--- config.mk ---
export PLATFORM = sky130hd
export DESIGN_NAME = rxps_top
export DESIGN_NICKNAME = d
export VERILOG_FILES = /design/src/hdl/rxps_pkg.sv /design/src/hdl/rxps_top.sv
export SDC_FILE = /design/constraint.sdc
export NUM_CORES = 1
export LEC_CHECK = 0
export ABC_AREA = 1
export BUFFER_PORTS_ARGS = -buffer_cell sky130_fd_sc_hd__buf_2
export CORE_ASPECT_RATIO = 1.75
export CORE_UTILIZATION = 50
export DETAILED_ROUTE_END_ITERATION = 12
export PLACE_DENSITY = 0.81
export REMOVE_ABC_BUFFERS = 1
export SETUP_SLACK_MARGIN = 0.3
export SKIP_CTS_REPAIR_TIMING = 1
export SLEW_MARGIN = 40
export SYNTH_ARGS = -nofsm -noshare
export SYNTH_HDL_FRONTEND = slang
export SYNTH_SLANG_ARGS = --single-unit
--- constraint.sdc ---
create_clock -name clk_sys -period 5.2 [get_ports clk_sys]
set_clock_uncertainty 0.2 [all_clocks]
set_input_delay 1.04 -clock clk_sys [delete_from_list [all_inputs] [get_ports clk_sys]]
set_output_delay 1.04 -clock clk_sys [all_outputs]
set_load 0.02 [all_outputs]
--- src/hdl/rxps_pkg.sv ---
// Constants, types and register map of the receive output parity and status block
// Notes on behaviour
// - Parity select low disables parity; every parity output is released (high impedance).
// - Parity select mid, decoder enabled: odd parity over the eight character bits.
// - Parity select mid, decoder bypassed: odd parity over character plus status bits one, zero.
// - Parity select high: odd parity over character and all three status bits.
// - Only odd parity; covered bits plus parity always hold a one.
// - Each channel has a parity output beside its eleven character and status outputs.
// - Decoder enabled: each character carries three status bits of validity, type, bonding.
// - Status bits report receive self-test state in either decoder mode.
// - Coinciding conditions report only the highest priority status code.
// - Bit zero of receive mode selects status reporting type A or B.
// - Bit one of receive mode high enables each channel's synchronisation machine while the decoder is enabled.
// - Bit one low: machines disabled, characters reported directly without sync status.
// - Type A machine: four states; only realign and locked emit more than one status type.
// - Type B machine: same four states; some emit one value, others several.
// - Decoder bypassed: top status bit is framing flag, rest carry raw ten-bit character.
package rxps_pkg;

  localparam int NCH = 4;

  // AXI4-Lite register map, byte addresses
  localparam logic [7:0] OFS_CTRL       = 8'h00;
  localparam logic [7:0] OFS_SYNC_STATE = 8'h04;
  localparam logic [7:0] OFS_INT_STATUS = 8'h08;
  localparam logic [7:0] OFS_INT_MASK   = 8'h0c;

  // Control register fields
  localparam int CTRL_PAR_LSB  = 0;
  localparam int CTRL_DEC_BIT  = 2;
  localparam int CTRL_MODE_LSB = 3;
  localparam logic [4:0] CTRL_RESET     = 5'h04;
  localparam logic [7:0] INT_MASK_RESET = 8'h00;
  localparam int INT_VIOL_LSB = 4;

  // Three-level parity select encodings
  localparam logic [1:0] PAR_LOW  = 2'h0;
  localparam logic [1:0] PAR_MID  = 2'h1;
  localparam logic [1:0] PAR_HIGH = 2'h2;

  // Receive status codes
  localparam logic [2:0] ST_NORMAL    = 3'h0;
  localparam logic [2:0] ST_SPECIAL   = 3'h1;
  localparam logic [2:0] ST_BUF_LOCK  = 3'h2;
  localparam logic [2:0] ST_FRAMING   = 3'h3;
  localparam logic [2:0] ST_CODE_VIOL = 3'h4;
  localparam logic [2:0] ST_LOSS_SYNC = 3'h5;
  localparam logic [2:0] ST_RD_ERR    = 3'h6;

  localparam logic [1:0] RESP_OKAY   = 2'h0;
  localparam logic [1:0] RESP_SLVERR = 2'h2;

  typedef enum logic [1:0] {
    SYNC_NONE      = 2'b00,
    SYNC_REALIGN   = 2'b01,
    SYNC_BOND_FAIL = 2'b10,
    SYNC_LOCKED    = 2'b11
  } rxps_sync_t;

endpackage : rxps_pkg

--- src/hdl/rxps_top.sv ---
// Receive output register, parity, status coding and sync machines for four channels
//
// Our own choices: the placing of the registers and the AXI4-Lite register port.
`timescale 1ns/10ps
module rxps_top (
  input  wire logic                          clk_sys,
  input  wire logic                          nrst,
  input  wire logic [rxps_pkg::NCH-1:0]      charStrobe,
  input  wire logic [rxps_pkg::NCH-1:0][7:0] decChar,
  input  wire logic [rxps_pkg::NCH-1:0][9:0] rawChar,
  input  wire logic [rxps_pkg::NCH-1:0]      framingHit,
  input  wire logic [rxps_pkg::NCH-1:0]      specialHit,
  input  wire logic [rxps_pkg::NCH-1:0]      codeViol,
  input  wire logic [rxps_pkg::NCH-1:0]      rdErr,
  input  wire logic [rxps_pkg::NCH-1:0]      bufErr,
  input  wire logic [rxps_pkg::NCH-1:0]      pllUnlock,
  input  wire logic [rxps_pkg::NCH-1:0]      bitSyncLost,
  input  wire logic [rxps_pkg::NCH-1:0]      bondOk,
  input  wire logic [rxps_pkg::NCH-1:0]      bondFail,
  input  wire logic [rxps_pkg::NCH-1:0]      bistActive,
  input  wire logic [rxps_pkg::NCH-1:0][2:0] bistStatus,
  output logic      [rxps_pkg::NCH-1:0][7:0] rx_char_out,
  output logic      [rxps_pkg::NCH-1:0][2:0] rx_status_out,
  output logic      [rxps_pkg::NCH-1:0]      rx_parity_out,
  output logic      [rxps_pkg::NCH-1:0]      rxParityOeN,
  output logic                               irq,
  input  wire logic [7:0]                    s_axi_awaddr,
  input  wire logic                          s_axi_awvalid,
  output logic                               s_axi_awready,
  input  wire logic [31:0]                   s_axi_wdata,
  input  wire logic [3:0]                    s_axi_wstrb,
  input  wire logic                          s_axi_wvalid,
  output logic                               s_axi_wready,
  output logic      [1:0]                    s_axi_bresp,
  output logic                               s_axi_bvalid,
  input  wire logic                          s_axi_bready,
  input  wire logic [7:0]                    s_axi_araddr,
  input  wire logic                          s_axi_arvalid,
  output logic                               s_axi_arready,
  output logic      [31:0]                   s_axi_rdata,
  output logic      [1:0]                    s_axi_rresp,
  output logic                               s_axi_rvalid,
  input  wire logic                          s_axi_rready
);

  // Priority coding of coinciding conditions, highest first
  function automatic logic [2:0] encStatus(input logic loss, input logic buf_e,
                                           input logic typeB, input logic cv,
                                           input logic fr, input logic rd,
                                           input logic sp);
    logic [2:0] s;
    s = rxps_pkg::ST_NORMAL;
    if (loss) begin
      s = rxps_pkg::ST_LOSS_SYNC;
    end else if (buf_e) begin
      s = typeB ? rxps_pkg::ST_LOSS_SYNC : rxps_pkg::ST_BUF_LOCK;
    end else if (cv) begin
      s = rxps_pkg::ST_CODE_VIOL;
    end else if (fr) begin
      s = rxps_pkg::ST_FRAMING;
    end else if (rd) begin
      s = rxps_pkg::ST_RD_ERR;
    end else if (sp) begin
      s = rxps_pkg::ST_SPECIAL;
    end
    return s;
  endfunction : encStatus

  // Odd parity bit over a word
  function automatic logic oddPar(input logic [10:0] w);
    return ~(^w);
  endfunction : oddPar

  // Control and interrupt registers
  logic [4:0]  ctrl_reg;
  logic [4:0]  ctrl_next;
  logic [7:0]  intStat_reg;
  logic [7:0]  intStat_next;
  logic [7:0]  intMask_reg;
  logic [7:0]  intMask_next;
  logic        awHeld_reg;
  logic        awHeld_next;
  logic [7:0]  awAddr_reg;
  logic [7:0]  awAddr_next;
  logic        wHeld_reg;
  logic        wHeld_next;
  logic [31:0] wData_reg;
  logic [31:0] wData_next;
  logic [3:0]  wStrb_reg;
  logic [3:0]  wStrb_next;
  logic        bValid_reg;
  logic        bValid_next;
  logic [1:0]  bResp_reg;
  logic [1:0]  bResp_next;
  logic        rValid_reg;
  logic        rValid_next;
  logic [31:0] rData_reg;
  logic [31:0] rData_next;
  logic [1:0]  rResp_reg;
  logic [1:0]  rResp_next;

  // Channel output stage and sync machines
  rxps_pkg::rxps_sync_t [rxps_pkg::NCH-1:0] sync_reg;
  rxps_pkg::rxps_sync_t [rxps_pkg::NCH-1:0] sync_next;
  logic [rxps_pkg::NCH-1:0][7:0] char_reg;
  logic [rxps_pkg::NCH-1:0][7:0] char_next;
  logic [rxps_pkg::NCH-1:0][2:0] stat_reg;
  logic [rxps_pkg::NCH-1:0][2:0] stat_next;
  logic [rxps_pkg::NCH-1:0]      par_reg;
  logic [rxps_pkg::NCH-1:0]      par_next;
  logic [rxps_pkg::NCH-1:0]      evLoss;
  logic [rxps_pkg::NCH-1:0]      evViol;

  logic [1:0] parSel;
  logic       decEnable;
  logic [1:0] rx_mode_select;
  logic       wrFire;

  assign parSel    = ctrl_reg[rxps_pkg::CTRL_PAR_LSB +: 2];
  assign decEnable = ctrl_reg[rxps_pkg::CTRL_DEC_BIT];
  assign rx_mode_select    = ctrl_reg[rxps_pkg::CTRL_MODE_LSB +: 2];

  always_comb begin
    logic [2:0] st;
    logic [7:0] ch;
    logic       typeB;
    logic       cvHit;
    st        = rxps_pkg::ST_NORMAL;
    ch        = 8'h00;
    cvHit     = 1'b0;
    typeB     = rx_mode_select[0];
    sync_next = sync_reg;
    char_next = char_reg;
    stat_next = stat_reg;
    par_next  = par_reg;
    evLoss    = '0;
    evViol    = '0;
    for (int i = 0; i < rxps_pkg::NCH; i++) begin
      if (!rx_mode_select[1]) begin
        sync_next[i] = rxps_pkg::SYNC_NONE;
      end
      if (charStrobe[i]) begin
        cvHit = 1'b0;
        if (!decEnable) begin
          ch = rawChar[i][9:2];
          st = {framingHit[i], rawChar[i][0], rawChar[i][1]};
        end else if (!rx_mode_select[1]) begin
          ch = decChar[i];
          st = encStatus(pllUnlock[i], 1'b0, typeB, codeViol[i], framingHit[i],
                         rdErr[i], specialHit[i]);
          cvHit = codeViol[i] && !pllUnlock[i];
        end else begin
          ch = decChar[i];
          st = rxps_pkg::ST_LOSS_SYNC;
          unique case (sync_reg[i])
            rxps_pkg::SYNC_NONE: begin
              if (framingHit[i]) begin
                sync_next[i] = rxps_pkg::SYNC_REALIGN;
              end
            end
            rxps_pkg::SYNC_REALIGN: begin
              st = rxps_pkg::ST_FRAMING;
              if (typeB && codeViol[i]) begin
                st    = rxps_pkg::ST_CODE_VIOL;
                cvHit = 1'b1;
              end
              if (bitSyncLost[i]) begin
                sync_next[i] = rxps_pkg::SYNC_NONE;
              end else if (bondFail[i]) begin
                sync_next[i] = rxps_pkg::SYNC_BOND_FAIL;
              end else if (bondOk[i]) begin
                st           = rxps_pkg::ST_BUF_LOCK;
                sync_next[i] = rxps_pkg::SYNC_LOCKED;
              end
            end
            rxps_pkg::SYNC_BOND_FAIL: begin
              if (bitSyncLost[i]) begin
                sync_next[i] = rxps_pkg::SYNC_NONE;
              end else if (framingHit[i]) begin
                sync_next[i] = rxps_pkg::SYNC_REALIGN;
              end
            end
            rxps_pkg::SYNC_LOCKED: begin
              if (bitSyncLost[i] || pllUnlock[i]) begin
                evLoss[i]    = 1'b1;
                sync_next[i] = rxps_pkg::SYNC_NONE;
              end else begin
                st = encStatus(1'b0, bufErr[i], typeB, codeViol[i], framingHit[i],
                               rdErr[i], specialHit[i]);
                cvHit = codeViol[i];
              end
            end
          endcase
        end
        if (bistActive[i]) begin
          st    = bistStatus[i];
          cvHit = 1'b0;
        end
        evViol[i]    = cvHit;
        char_next[i] = ch;
        stat_next[i] = st;
        unique case (parSel)
          rxps_pkg::PAR_MID: begin
            par_next[i] = decEnable ? oddPar({3'h0, ch})
                                    : oddPar({1'b0, st[1:0], ch});
          end
          rxps_pkg::PAR_HIGH: begin
            par_next[i] = oddPar({st, ch});
          end
          default: begin
            par_next[i] = 1'b0;
          end
        endcase
      end
    end
  end

  always_ff @(posedge clk_sys or negedge nrst) begin
    if (!nrst) begin
      for (int i = 0; i < rxps_pkg::NCH; i++) begin
        sync_reg[i] <= rxps_pkg::SYNC_NONE;
      end
      char_reg <= '0;
      stat_reg <= '0;
      par_reg  <= '0;
    end else begin
      sync_reg <= sync_next;
      char_reg <= char_next;
      stat_reg <= stat_next;
      par_reg  <= par_next;
    end
  end

  assign rx_char_out   = char_reg;
  assign rx_status_out = stat_reg;
  assign rx_parity_out = par_reg;
  assign rxParityOeN   = {rxps_pkg::NCH{parSel != rxps_pkg::PAR_MID &&
                                        parSel != rxps_pkg::PAR_HIGH}};

  // AXI4-Lite slave and register file
  assign wrFire = awHeld_reg && wHeld_reg && !bValid_reg;

  always_comb begin
    logic [7:0] w1c;
    w1c          = 8'h00;
    ctrl_next    = ctrl_reg;
    intMask_next = intMask_reg;
    awHeld_next  = awHeld_reg;
    awAddr_next  = awAddr_reg;
    wHeld_next   = wHeld_reg;
    wData_next   = wData_reg;
    wStrb_next   = wStrb_reg;
    bValid_next  = bValid_reg;
    bResp_next   = bResp_reg;
    rValid_next  = rValid_reg;
    rData_next   = rData_reg;
    rResp_next   = rResp_reg;
    if (s_axi_awvalid && !awHeld_reg) begin
      awHeld_next = 1'b1;
      awAddr_next = s_axi_awaddr;
    end
    if (s_axi_wvalid && !wHeld_reg) begin
      wHeld_next = 1'b1;
      wData_next = s_axi_wdata;
      wStrb_next = s_axi_wstrb;
    end
    if (wrFire) begin
      awHeld_next = 1'b0;
      wHeld_next  = 1'b0;
      bValid_next = 1'b1;
      bResp_next  = rxps_pkg::RESP_OKAY;
      unique case (awAddr_reg)
        rxps_pkg::OFS_CTRL: begin
          if (wStrb_reg[0]) begin
            ctrl_next = wData_reg[4:0];
          end
        end
        rxps_pkg::OFS_INT_STATUS: begin
          if (wStrb_reg[0]) begin
            w1c = wData_reg[7:0];
          end
        end
        rxps_pkg::OFS_INT_MASK: begin
          if (wStrb_reg[0]) begin
            intMask_next = wData_reg[7:0];
          end
        end
        rxps_pkg::OFS_SYNC_STATE: begin
        end
        default: begin
          bResp_next = rxps_pkg::RESP_SLVERR;
        end
      endcase
    end else if (bValid_reg && s_axi_bready) begin
      bValid_next = 1'b0;
    end
    // Set beats clear in the same cycle
    intStat_next = (intStat_reg & ~w1c) | {evViol, evLoss};
    if (s_axi_arvalid && !rValid_reg) begin
      rValid_next = 1'b1;
      rResp_next  = rxps_pkg::RESP_OKAY;
      unique case (s_axi_araddr)
        rxps_pkg::OFS_CTRL: begin
          rData_next = {27'h0, ctrl_reg};
        end
        rxps_pkg::OFS_SYNC_STATE: begin
          rData_next = {24'h0, sync_reg};
        end
        rxps_pkg::OFS_INT_STATUS: begin
          rData_next = {24'h0, intStat_reg};
        end
        rxps_pkg::OFS_INT_MASK: begin
          rData_next = {24'h0, intMask_reg};
        end
        default: begin
          rData_next = 32'h0;
          rResp_next = rxps_pkg::RESP_SLVERR;
        end
      endcase
    end else if (rValid_reg && s_axi_rready) begin
      rValid_next = 1'b0;
    end
  end

  always_ff @(posedge clk_sys or negedge nrst) begin
    if (!nrst) begin
      ctrl_reg    <= rxps_pkg::CTRL_RESET;
      intStat_reg <= 8'h00;
      intMask_reg <= rxps_pkg::INT_MASK_RESET;
      awHeld_reg  <= 1'b0;
      awAddr_reg  <= 8'h00;
      wHeld_reg   <= 1'b0;
      wData_reg   <= 32'h0;
      wStrb_reg   <= 4'h0;
      bValid_reg  <= 1'b0;
      bResp_reg   <= 2'h0;
      rValid_reg  <= 1'b0;
      rData_reg   <= 32'h0;
      rResp_reg   <= 2'h0;
    end else begin
      ctrl_reg    <= ctrl_next;
      intStat_reg <= intStat_next;
      intMask_reg <= intMask_next;
      awHeld_reg  <= awHeld_next;
      awAddr_reg  <= awAddr_next;
      wHeld_reg   <= wHeld_next;
      wData_reg   <= wData_next;
      wStrb_reg   <= wStrb_next;
      bValid_reg  <= bValid_next;
      bResp_reg   <= bResp_next;
      rValid_reg  <= rValid_next;
      rData_reg   <= rData_next;
      rResp_reg   <= rResp_next;
    end
  end

  assign s_axi_awready = !awHeld_reg;
  assign s_axi_wready  = !wHeld_reg;
  assign s_axi_bvalid  = bValid_reg;
  assign s_axi_bresp   = bResp_reg;
  assign s_axi_arready = !rValid_reg;
  assign s_axi_rvalid  = rValid_reg;
  assign s_axi_rdata   = rData_reg;
  assign s_axi_rresp   = rResp_reg;
  assign irq           = |(intStat_reg & intMask_reg);

endmodule : rxps_top

==> summary.json <==
{
  "grt": {
    "first_global_vias": 7683,
    "grt_pass1_wl_um": 33700,
    "antenna_found_initial": 1,
    "grt_max_degree": 80,
    "groute.usage.overall_pct": 27.4,
    "residual_overflow_from_global_routing": 0
  },
  "critical_path": {
    "worst_path_buf_inv": 2,
    "critPathMaxFanout": 44,
    "path_delay_family": "flip-flops",
    "regToRegStartpoint": "ctrl_reg[2]",
    "cell_repeated_most_along_the_worst_path": "nand2_1",
    "critical_path.endpoint_type": "register",
    "worst_ep_arrival_time_ns": 3.07,
    "cp_data_required_time_ns": 5.24,
    "path_cells": "buf_4 -> o21ai_0 -> xnor2_1 -> inv_1 -> nand2_1 -> nand2_1 -> nand2_1 -> nand2_1 -> nand2_1 -> nand3_1 -> nand3_1 -> nand2_1 -> nand2_1 -> nand2_1",
    "slowest_stage": "dfstp_4",
    "reg2reg_setup_slack_ns": 2.17,
    "cp_slowest_stage_delay_ns": 0.90,
    "critical_path.startpoint": "ctrl_reg[2]",
    "count_of_cells_along_the_worst_register_to_register_path": 14,
    "worstReg2RegEnd": "rx_parity_out[1]",
    "worst-path-stages": 14,
    "critical_path_class": "reg -> reg",
    "worstSetupEndpoint": "rx_parity_out[1]",
    "critPathLaunchType": "register"
  },
  "synthesis": {
    "synth-seq-area-share_pct": 35.8,
    "number_of_synthesis_warnings": 0,
    "postSynthRegisterBits": 108,
    "synth_instances": 1187,
    "synth.avg_cell_area_um2": 6.36,
    "number_of_distinct_library_cells_after_synthesis": 40,
    "netlist_area_um2": 7550
  },
  "finish": {
    "layout-drive-gt1-share_pct": 19.2,
    "final_nets": 1582,
    "syn_to_final_growth_pct": 18.6,
    "filler_cell_count": 1479,
    "share_of_the_core_filled_with_cells_pct": 60.4,
    "largest_reg_flops": 32,
    "multiInputGateArea_um2": 3970,
    "seqCellArea_um2": 2710
  },
  "placement": {
    "place.gp.congestion": 0.932,
    "io_buffer_count": 227,
    "place.detailed.hpwl_um": 16300,
    "dp_slack_ns": 1.94
  },
  "min_path": {
    "holdCritPathClass": "reg -> reg"
  },
  "floorplanning": {
    "ios": 281,
    "die_area_um2": 15600,
    "die_h_um": 165,
    "core_area_um2": 14800,
    "die_width_um": 94.9,
    "start_util_pct": 50.9,
    "num_rows": 59
  },
  "clocking": {
    "path_clk_slew_ns": 0.08,
    "ctsLongestPathBuffers": 2,
    "cts.sinks": 108,
    "h-tree-depth": 3,
    "cts_buffers": 9,
    "clk_latency_ns": 0.35,
    "cts_tree": "yes",
    "ctsRootBufferMaster": "clkbuf_16"
  },
  "sta": {
    "timing.final.setup_violations": 0,
    "setup_repair_after_global_routing_missed_its_margin": "false",
    "least_setup_slack_across_all_paths_after_layout_ns": 2.17,
    "tns_ns": 0,
    "finalHoldViolCount": 0,
    "fin_crit_sh_pct": 58.2,
    "fmaxAchievable_ghz": 0.330,
    "tightestPinTransition_ns": 0.743,
    "layout_min_cycle_time_ns": 3.03,
    "timing.slew.headroom_pct": 50.4,
    "finalMaxSlewViolations": 0
  },
  "routing": {
    "wl_per_cell_um": 13.1,
    "drt_iter0_markers": 349,
    "routed-wl-met2_um": 11000,
    "drc": 0,
    "routed_via_density": 5.11,
    "routed_wirelength_um": 20700,
    "routed_length_on_met3_um": 1170,
    "maxUsedRoutingLayer": "met4",
    "vias": 8085,
    "wl_met1_um": 7700,
    "ant_nets": 0,
    "drt_pass_1_iters": 7
  },
  "run_status": {
    "outcome": "finished, final reports clean"
  },
  "power_and_ir_drop": {
    "power_density_nw_per_um2": 463,
    "irDropWorstVdd_uv": 334,
    "leakagePower_uw": 0.00515
  },
  "job": {
    "drv_cap": 0
  }
}
==> cell families (layout without fill, tap and decap cells) <==
logic type | count (synthesis) | count (layout) | share of synthesized area [%]
compound gates | 216 | 216 | 15.9
xor+xnor | 7 | 7 | 0.812
fa+ha+maj | 2 | 2 | 0.331
buf+inv | 219 | 405 | 13.0
flops | 108 | 108 | 35.8
mux | 8 | 8 | 1.19
other cells | 1 | 27 | 0.0496
simple gates | 626 | 626 | 32.9
==> metrics by stage <==
| step | instance area [um^2] | hold WS (ns) | power (uW) | cells |
|---|---|---|---|---|
| final | 8960 | 0.275 | 4150 | 1582 |
| after CTS | 8950 | 0.280 | 4180 | 1581 |
| after detailed placement | 8650 | 0.261 | 3480 | 1565 |
| after global placement | 8650 | 0.259 | 3420 | 1565 |
| after global routing | 8960 | 0.303 | 4540 | 1581 |
| after floorplan | 7260 | 0.253 | 2810 | 1153 |
==> how the worst min path moves through the flow <==
stage | startpoint | end | cells past startpoint
6_report | s_axi_rdata[4] | s_axi_rdata[4] | 2
5_1_grt | s_axi_rdata[2] | s_axi_rdata[2] | 2
4_1_cts | s_axi_rdata[1] | s_axi_rdata[1] | 2
3_5_place_dp | s_axi_rdata[1] | s_axi_rdata[1] | 2
3_3_place_gp | s_axi_rdata[1] | s_axi_rdata[1] | 2
2_1_floorplan | intMask_reg[2] | intMask_reg[2] | 2
==> cell type report <==
cell class,count,area share (%)
inverters,160,6.73
well taps,183,2.56
repair buffers,229,12.9
multi-input cells,885,44.3
clock inverters,7,0.782
flip-flops and latches,108,30.2
diodes,1,0.0279
clock buffers,9,2.51
==> cells in the final DEF (no fill, tap or decap), drive strengths merged, types with 6 or more instances in the layout <==
master  count
inv       163
o41ai       6
nand3      57
nor2       61
a21oi      36
conb       26
o22ai      10
dfrtp     107
nor3       12
o21ai     143
mux2        8
nand2     480
clkbuf      9
buf       229
==> worst min-delay path: cells and delay by family (launching register included) <==
kind	cells	cell delay [ns]
AND/OR/NAND/NOR	2	0.10
flip-flops	1	0.34
==> cell usage after synthesis, drive strengths merged <==
library cell | count | area share, %
nand2 | 480 | 24
inv | 159 | 7.9
o21ai | 143 | 9.8
dfrtp | 107 | 35
nor2 | 61 | 3.0
nand3 | 57 | 3.8
buf | 44 | 4.3
a21oi | 36 | 2.4
clkbuf | 15 | 0.75
nor3 | 12 | 0.80
o22ai | 10 | 0.83
mux2 | 8 | 1.2
o41ai | 6 | 0.70
nand3b | 5 | 0.50
nor4 | 5 | 0.41
o31ai | 5 | 0.50
xnor2 | 5 | 0.58
a221oi | 3 | 0.35
o211ai | 3 | 0.30
or2 | 3 | 0.25
a211oi | 2 | 0.20
a31oi | 2 | 0.17
ha | 2 | 0.33
nand4 | 2 | 0.17
o21a | 2 | 0.20
xor2 | 2 | 0.23
a22oi | 1 | 0.099
a32o | 1 | 0.13
and2 | 1 | 0.083
clkinv | 1 | 0.050
conb | 1 | 0.050
dfstp | 1 | 0.35
o2111ai | 1 | 0.12
o221ai | 1 | 0.12
==> power breakdown <==
part | internal (uW) | total (uW) | leakage (uW) | switching [uW]
Combinational | 717 | 2150 | 0.00371 | 1440
Clock | 339 | 687 | 0.000142 | 348
Sequential | 1080 | 1300 | 0.00131 | 227
Total | 2130 | 4150 | 0.00515 | 2010
==> per-layer routing <==
metal / global-route usage, % / vias to the layer above
met2: 50.3 / 287
met4: 13.9 / 0
met1: 29.7 / 3606
met3: 4.14 / 64
met5: 0 / -
li1: - / 4128
No activity file was read; power rests on OpenSTA's default activity.
